**src/err_sideband_defs.vh**
```
// Constants for the error and thermal sideband block.
`ifndef ERR_SIDEBAND_DEFS_VH
`define ERR_SIDEBAND_DEFS_VH
`define REF_CLK_MHZ        200
`define BASE_REF_MHZ       100
`define PULSE_BASE_CYCLES  16
`define PULSE_CYCLES       ((`PULSE_BASE_CYCLES * `REF_CLK_MHZ) / `BASE_REF_MHZ)
`define SEV_CORRECTED      0
`define SEV_NONFATAL       1
`define SEV_FATAL          2
`define SEV_WIDTH          3
`endif

```
**src/pin_sync3.v**
```verilog
// Three-stage pin synchroniser with agreement filter.
`timescale 1ns/10ps
module pin_sync3 #(
  parameter RESET_VAL = 1'b1
) (
  // Clock and reset
  input  wire clk_i,
  input  wire rst_n_i,
  // Pin and filtered level
  input  wire pin_i,
  output wire level_o
);
  reg s1_r;
  reg s2_r;
  reg s3_r;
  reg level_r;

  // The first stage feeds only the second; the filter looks at stages two and three.
  always @(posedge clk_i)
  begin
    if (!rst_n_i)
    begin
      s1_r    <= RESET_VAL;
      s2_r    <= RESET_VAL;
      s3_r    <= RESET_VAL;
      level_r <= RESET_VAL;
    end
    else
    begin
      s1_r <= pin_i;
      s2_r <= s1_r;
      s3_r <= s2_r;
      if (s2_r == s3_r)
        level_r <= s3_r;
    end
  end

  assign level_o = level_r;
endmodule

```
**src/error_thermal_sideband.v**
```verilog
// Error and thermal sideband pin logic for the processor side.
//
// Functional notes
// - Assert fatal line on unrecoverable errors
// - Fatal line is open-drain, wired-OR shared
// - External fatal assertion raises machine check
// - Ignore fatal line input before power good
// - Pulse error drives fatal line sixteen base clocks
// - Held error keeps line until reset
// - Three I/O severity outputs, bit meanings
// - External thermal input throttles tied channels
// - Output mode holds thermal line while hot
// - Line ch01 for channels 0,1; ch23 for 2,3
// - Notify output signals checks when enabled
`timescale 1ns/10ps
`include "err_sideband_defs.vh"
module error_thermal_sideband #(
  parameter SEV_W      = `SEV_WIDTH,
  parameter PULSE_CYC  = `PULSE_CYCLES
) (
  // Clock and reset
  input  wire             clk_i,
  input  wire             rst_n_i,
  input  wire             warm_reset_i,
  input  wire             power_good_in_i,
  // Internal error events
  input  wire             mc_pulse_err_i,
  input  wire             held_err_i,
  input  wire [SEV_W-1:0] io_sev_event_i,
  input  wire             enhanced_check_reporting_i,
  // Fatal line, open drain
  input  wire             fatal_error_out_n_i,
  output wire             fatal_error_out_n_o,
  output wire             fatal_error_out_n_oe_o,
  // Severity outputs
  output wire [SEV_W-1:0] io_unit_severity_n_o,
  // Machine check
  output wire             machine_check_exc_o,
  output wire             machine_check_notify_n_o,
  // Memory thermal lines
  input  wire             mem_hot_out_mode_i,
  input  wire [1:0]       branch_hot_i,
  input  wire             mem_thermal_ch01_n_i,
  input  wire             mem_thermal_ch23_n_i,
  output wire             mem_thermal_ch01_n_o,
  output wire             mem_thermal_ch23_n_o,
  output wire             mem_thermal_ch01_n_oe_o,
  output wire             mem_thermal_ch23_n_oe_o,
  output wire [3:0]       channel_throttle_o
);
  // ------------------------------------------------------------
  // Input synchronisers
  // ------------------------------------------------------------
  wire fatal_lvl_n;
  wire pg_lvl;
  wire hot01_lvl_n;
  wire hot23_lvl_n;

  pin_sync3 #(.RESET_VAL(1'b1)) u_sync_fatal (
    .clk_i   (clk_i),
    .rst_n_i (rst_n_i),
    .pin_i   (fatal_error_out_n_i),
    .level_o (fatal_lvl_n)
  );
  pin_sync3 #(.RESET_VAL(1'b0)) u_sync_pg (
    .clk_i   (clk_i),
    .rst_n_i (rst_n_i),
    .pin_i   (power_good_in_i),
    .level_o (pg_lvl)
  );
  pin_sync3 #(.RESET_VAL(1'b1)) u_sync_h01 (
    .clk_i   (clk_i),
    .rst_n_i (rst_n_i),
    .pin_i   (mem_thermal_ch01_n_i),
    .level_o (hot01_lvl_n)
  );
  pin_sync3 #(.RESET_VAL(1'b1)) u_sync_h23 (
    .clk_i   (clk_i),
    .rst_n_i (rst_n_i),
    .pin_i   (mem_thermal_ch23_n_i),
    .level_o (hot23_lvl_n)
  );

  // ------------------------------------------------------------
  // Local constants
  // ------------------------------------------------------------
  // One-hot states of the fatal line driver.
  localparam [2:0] ST_IDLE  = 3'b001;
  localparam [2:0] ST_PULSE = 3'b010;
  localparam [2:0] ST_HELD  = 3'b100;
  // Width of the pulse counter; PULSE_CYC must fit in it.
  localparam       CNT_W    = 8;
  // A pull of our own stays visible on the synchronised pin for four
  // cycles after release; the mask outlives the drive by one more so
  // that a slow pull-up cannot fake a foreign assertion.
  localparam       MASK_LEN = 5;

  // ------------------------------------------------------------
  // Helper functions
  // ------------------------------------------------------------
  // An active-low level is asserted when it reads zero.
  function line_low;
    input lvl_n;
    begin
      line_low = ~lvl_n;
    end
  endfunction

  // A pin pair throttles both of its channels unless the pull is our own.
  function [1:0] pair_throttle;
    input lvl_n;
    input own_pull;
    begin
      pair_throttle = {2{line_low(lvl_n) & ~own_pull}};
    end
  endfunction

  // Our own pull, now or within the trailing history.
  function own_or_recent;
    input                now;
    input [MASK_LEN-1:0] hist;
    begin
      own_or_recent = now | (|hist);
    end
  endfunction

  // ------------------------------------------------------------
  // State and counters
  // ------------------------------------------------------------
  reg [2:0]          state_r;
  reg [2:0]          state_nxt;
  reg [CNT_W-1:0]    pulse_cnt_r;
  reg [CNT_W-1:0]    pulse_cnt_nxt;
  reg                drive_r;
  reg                drive_nxt;
  reg [MASK_LEN-1:0] own_hist_r;
  reg [MASK_LEN-1:0] hot01_hist_r;
  reg [MASK_LEN-1:0] hot23_hist_r;
  reg                mce_r;
  reg [SEV_W-1:0]    sev_n_r;
  reg [1:0]          hot_out_r;
  reg [3:0]          throttle_r;
  wire               clear_all;
  wire               own_mask;
  wire               hot01_mask;
  wire               hot23_mask;
  wire               ext_fatal;

  assign clear_all = ~rst_n_i | warm_reset_i;

  // ------------------------------------------------------------
  // Pulse counter
  // ------------------------------------------------------------
  // A new pulse error restarts the full count.
  always @*
  begin
    pulse_cnt_nxt = pulse_cnt_r;
    if (mc_pulse_err_i)
      pulse_cnt_nxt = PULSE_CYC[CNT_W-1:0];
    else if (pulse_cnt_r != {CNT_W{1'b0}})
      pulse_cnt_nxt = pulse_cnt_r - {{(CNT_W-1){1'b0}}, 1'b1};
  end

  always @(posedge clk_i)
  begin
    if (clear_all)
      pulse_cnt_r <= {CNT_W{1'b0}};
    else
      pulse_cnt_r <= pulse_cnt_nxt;
  end

  // ------------------------------------------------------------
  // Fatal line state machine
  // ------------------------------------------------------------
  // A held error wins over a pulse; only a reset ends it.
  always @*
  begin
    state_nxt = state_r;
    case (state_r)
      ST_IDLE:
      begin
        if (held_err_i)
          state_nxt = ST_HELD;
        else if (mc_pulse_err_i)
          state_nxt = ST_PULSE;
      end
      ST_PULSE:
      begin
        if (held_err_i)
          state_nxt = ST_HELD;
        else if (pulse_cnt_nxt == {CNT_W{1'b0}})
          state_nxt = ST_IDLE;
      end
      ST_HELD:
        state_nxt = ST_HELD;
      default:
        state_nxt = ST_IDLE;
    endcase
    drive_nxt = (state_nxt != ST_IDLE);
  end

  always @(posedge clk_i)
  begin
    if (clear_all)
    begin
      state_r <= ST_IDLE;
      drive_r <= 1'b0;
    end
    else
    begin
      state_r <= state_nxt;
      drive_r <= drive_nxt;
    end
  end

  // ------------------------------------------------------------
  // Own pull history
  // ------------------------------------------------------------
  // Only a full reset clears the history: after a warm reset a line we
  // just released still reads low in the synchronisers for a while.
  always @(posedge clk_i)
  begin
    if (!rst_n_i)
    begin
      own_hist_r   <= {MASK_LEN{1'b0}};
      hot01_hist_r <= {MASK_LEN{1'b0}};
      hot23_hist_r <= {MASK_LEN{1'b0}};
    end
    else
    begin
      own_hist_r   <= {own_hist_r[MASK_LEN-2:0], drive_r};
      hot01_hist_r <= {hot01_hist_r[MASK_LEN-2:0], hot_out_r[0]};
      hot23_hist_r <= {hot23_hist_r[MASK_LEN-2:0], hot_out_r[1]};
    end
  end

  assign own_mask   = own_or_recent(drive_r, own_hist_r);
  assign hot01_mask = own_or_recent(hot_out_r[0], hot01_hist_r);
  assign hot23_mask = own_or_recent(hot_out_r[1], hot23_hist_r);

  // ------------------------------------------------------------
  // Machine check
  // ------------------------------------------------------------
  assign ext_fatal = pg_lvl & line_low(fatal_lvl_n) & ~own_mask;

  always @(posedge clk_i)
  begin
    if (clear_all)
      mce_r <= 1'b0;
    else
      mce_r <= ext_fatal | mc_pulse_err_i | held_err_i;
  end

  // ------------------------------------------------------------
  // Severity outputs
  // ------------------------------------------------------------
  always @(posedge clk_i)
  begin
    if (clear_all)
      sev_n_r <= {SEV_W{1'b1}};
    else
      sev_n_r <= ~io_sev_event_i;
  end

  // ------------------------------------------------------------
  // Memory thermal lines
  // ------------------------------------------------------------
  always @(posedge clk_i)
  begin
    if (clear_all)
      hot_out_r <= 2'b00;
    else
      hot_out_r <= mem_hot_out_mode_i ? branch_hot_i : 2'b00;
  end

  // Throttle is suppressed for a branch we pull ourselves, so that our
  // own hot indication does not slow that branch down.
  always @(posedge clk_i)
  begin
    if (clear_all)
      throttle_r <= 4'h0;
    else
      throttle_r <= {pair_throttle(hot23_lvl_n, hot23_mask), pair_throttle(hot01_lvl_n, hot01_mask)};
  end

  // ------------------------------------------------------------
  // Outputs
  // ------------------------------------------------------------
  // Open drain: only ever pull low, never drive high.
  assign fatal_error_out_n_o      = 1'b0;
  assign fatal_error_out_n_oe_o   = drive_r;
  assign io_unit_severity_n_o     = sev_n_r;
  assign machine_check_exc_o      = mce_r;
  assign machine_check_notify_n_o = ~(mce_r & enhanced_check_reporting_i);
  assign mem_thermal_ch01_n_o     = 1'b0;
  assign mem_thermal_ch23_n_o     = 1'b0;
  assign mem_thermal_ch01_n_oe_o  = hot_out_r[0];
  assign mem_thermal_ch23_n_oe_o  = hot_out_r[1];
  assign channel_throttle_o       = throttle_r;
endmodule

```
**config.mk**
```make
export PLATFORM = sky130hd
export DESIGN_NAME = error_thermal_sideband
export DESIGN_NICKNAME = d
export VERILOG_FILES = /design/src/pin_sync3.v /design/src/error_thermal_sideband.v
export VERILOG_INCLUDE_DIRS = /design/src
export SDC_FILE = /design/constraint.sdc
export NUM_CORES = 1
export LEC_CHECK = 0
export BUFFER_PORTS_ARGS = -buffer_cell sky130_fd_sc_hd__clkbuf_2
export CAP_MARGIN = 30
export CORE_ASPECT_RATIO = 0.7
export CORE_MARGIN = 4
export CORE_UTILIZATION = 40
export DETAILED_ROUTE_END_ITERATION = 10
export PLACE_DENSITY_LB_ADDON = 0.1
export SYNTH_ARGS = -nofsm -noshare
export SYNTH_HDL_FRONTEND = slang
export SYNTH_SLANG_ARGS = --single-unit
```
**constraint.sdc**
```tcl
create_clock -name clk_i -period 3.4 [get_ports clk_i]
set_clock_uncertainty 0.15 [all_clocks]
set_input_delay 0.34 -clock clk_i [delete_from_list [all_inputs] [get_ports clk_i]]
set_output_delay 0.34 -clock clk_i [all_outputs]
set_load 0.03 [all_outputs]
```
==> metrics.md <==
| Metric | Value |
|---|---|
| Status | finished, final reports clean |
| Postcts setup bufs | 0 |
| Final core utilization | about half |
| Post-synth EDFFs | 0 |
| Clock Tree Buf Depth | 2 |
| Area growth syn-to-layout | 13.2% |
| Setup TNS | 0 ns |
| Synth cell types | 40 |
| Relative slew slack | 66.2% |
| Gr usage total | about 12% |
| Detailed placement HPWL | around 2500 um |
| Clock root buffer | clkbuf_8 |
| Max capacitance violation total | 0 |
| Initial drt markers | 72 |
| Critical path class | reg2reg |
| Residual DRC | 0 |
| Critical R2R Launch | pulse_cnt_r[0]$_SDFF_PP0_ |
| First-pass GRT wire length | 5980 um |
| Max-slew violations | 0 |
| Hold Buf Count CTS | 0 |
| Clock-pin slew on the worst setup and hold paths | approximately 0.09 ns |
| # clock sinks | just over 50 |
| CP startpoint kind | register |
| Final setup vio count | 0 |
| Largest vdd supply drop | 0.268 mV |
| Worst hold start | io_sev_event_i[2] |
| Mean Syn Cell Area | 9.71 um2 |
| CP endpoint kind | register |
| Number of CTS-inserted buffers | 5 |
| Top Ports | 31 |
| Unrepaired setup endpoints after global routing | false |
| Post-synthesis cell area | about 1900 um2 |
| Cts repair resizes | 0 |
| Worst endpoint required time | approximately 3.4 ns |
| Initial antenna violation count | 0 |
| Reg2reg end | fatal_error_out_n_oe_o$_SDFF_PP0_ |
| CP dominant cell by count | a21oi_1 |
| Share of cells above drive strength 1 | 18.1% |
| Crit path launch | pulse_cnt_r[0]$_SDFF_PP0_ |
| Ys async rst share | 0% |
| H-tree depth | 2 |
| IO Port Bufs | 27 |
| P_leak | around 0.00087 uW |
| Synth Flop Type | dfxtp_1 |
| Final net count | around 240 |
| Routed wire length | 3440 um |
| Hold EP | io_unit_severity_n_o[2]$_SDFF_PP1_ |
| Avg WL per Cell | approximately 12 um |
| Placer Congestion | roughly 0.84 |
| Die Area | roughly 6000 um2 |
| Fin crit period | ~2.5 ns |
| Worst-path fanout max | 11 |
| Placed inst area | approximately 2100 um2 |
| CP max stage delay | between 0.5 and 0.6 ns |
| Cells after Synth | around 200 |
| Die extent in x | slightly above 90 um |
| Worst-Skew Late Latency | between 0.2 and 0.3 ns |
| Post-Place Cells | 268 |
| Depth of the worst hold-timing path | 2 |
| Post-route ant nets | 0 |
| Cells along the critical path | inv_1 -> ha_1 -> or4b_4 -> o21ai_0 -> a21oi_1 -> a2111oi_4 -> a21oi_1 |
| Reg2reg path depth | 7 |
| Initial core utilization | approximately 43% |
| N_diodes | 0 |
| Pwr dens | between 500 and 600 nW/um2 |
| CP max-delay cell | or4b_4 |
| FMAX | about 400 MHz |
| Fin crit share | 73.5% |
| CTS tree | yes |
| Flop-to-flop setup slack | approximately 0.9 ns |
| Syn. warnings | 0 |
| Grt total ovfl | 0 |
| Sequential cell area fraction in the yosys report | 53.4% |
| Via count | about 1.4k |
| Final std cells w/o fill | 276 |
| Number of global-route vias before repair | between 1k and 1.5k |
| Vias/cell | approximately 5 |
| Post-route cell area | between 2000 and 2500 um2 |
| CP Data Arrival Time | ~2.5 ns |
| HP Class | in2reg |
| Endpoints failing hold | 0 |
| Die Height | ~66 um |
| Largest net degree at the start of global routing | 34 |
| Row count | 20 |
| Post-synthesis register bit count | 51 |
| Core ar. | between 4000 and 5000 um2 |
| TritonRoute pass-1 iters | 4 |
| Worst-margin pin slew | roughly 0.50 ns |
through the flow:
| step | hold slack, ns | worst slack (ns) | total power (uW) |
|---|---|---|---|
| floorplan | 0.236 | 1.38 | 740 |
| global placement | 0.239 | 1.05 | 763 |
| detailed placement | 0.246 | 0.904 | 769 |
| CTS | 0.0327 | 0.891 | 1190 |
| global route | 0.0282 | 0.739 | 1230 |
| finish | 0.0425 | 0.902 | 1170 |
report_power, final:
| part | switching [uW] | internal [uW] |
|---|---|---|
| clock | 196 | 222 |
| combinational | 72.4 | 54.6 |
| sequential | 14.3 | 613 |
| total | 283 | 890 |
synth_stat cells (all sizes together), types with 2 or more instances:
master	instances	area share, %
dfxtp	51	53
and2	19	6.2
nand2	15	2.9
nor2	14	3.1
nand2b	11	3.6
a21oi	10	2.6
o21ai	9	2.4
buf	8	3.1
nor3	7	1.8
nor4	7	2.3
clkbuf	6	1.2
inv	4	0.78
a211oi	3	1.2
nor2b	3	0.98
or4b	3	1.8
and3	2	0.65
nor4b	2	0.92
o31ai	2	0.78
or3	2	0.65
xnor2	2	0.92
xor2	2	0.92
placed cells by master, fill, tap and decap left out, types with 2 or more instances in the layout:
cell	instances
or3_1	2
dfxtp_1	51
a211oi_1	3
xnor2_1	2
nor2_1	13
or4b_1	2
o21ai_0	9
nand2_1	15
o31ai_1	2
nand2b_1	11
clkbuf_2	27
and3_1	2
a21oi_1	10
nor3_1	7
conb_1	3
and2_1	19
nor4b_1	2
nor4_1	7
xor2_1	2
clkbuf_8	5
inv_1	4
nor2b_1	3
flip-flops by register name, summed over array words and instances (netlist names), 2 cells and up:
| signal | cells |
|---|---|
| hot23_hist_r | 5 |
| hot_out_r | 2 |
| state_r | 3 |
| io_unit_severity_n_o | 3 |
| channel_throttle_o | 2 |
| own_hist_r | 5 |
| pulse_cnt_r | 8 |
| hot01_hist_r | 5 |
critical path: cells and delay by family (launching register included):
kind | cells | cell delay (ns)
simple gates | 1 | 0.57
fa+ha+maj | 1 | 0.38
buf+inv | 1 | 0.11
flops | 1 | 0.37
compound gates | 4 | 0.79
layer usage:
layer / part of all wire [%] / vias to the layer above / GRT usage [%]
li1: - / 712 / -
met1: 48 / 636 / 15.4
met2: 45 / 39 / 20.6
met3: 5.9 / 4 / 4.21
met4: 0.49 / 0 / 3.63
met5: 0 / - / 0
area by class of cell:
cell class | instances | area [um2]
Clock buffer | 5 | 68.8
Inverter | 4 | 15.0
Timing Repair Buffer | 28 | 143
Multi-Input combinational cell | 130 | 803
Sequential cell | 51 | 1020
Clock inverter | 3 | 46.3
Fill cell | 418 | 2310
Tap cell | 55 | 68.8
kinds of logic after synthesis:
group,Yosys count,share of synthesized area [%]
buffers and inverters,18,5.04
AND/OR/NAND/NOR,88,26.3
other,1,0.196
flip-flops,51,53.4
multiplexers,1,0.523
XOR/XNOR,4,1.83
AO/OA/AOI/OAI,33,12.1
adder cells (fa/ha/maj),1,0.654
worst max-delay path by stage:
stage	slack, ns	depth (start not counted)	endpoint
6_report	0.90	7	fatal_error_out_n_oe_o$_SDFF_PP0_
5_1_grt	0.74	7	fatal_error_out_n_oe_o$_SDFF_PP0_
4_1_cts	0.89	7	state_r[1]$_SDFF_PP0_
3_5_place_dp	0.90	7	state_r[1]$_SDFF_PP0_
3_3_place_gp	1.05	7	state_r[1]$_SDFF_PP0_
2_1_floorplan	1.38	7	state_r[1]$_SDFF_PP0_
Power figures use the tool's default switching activity.
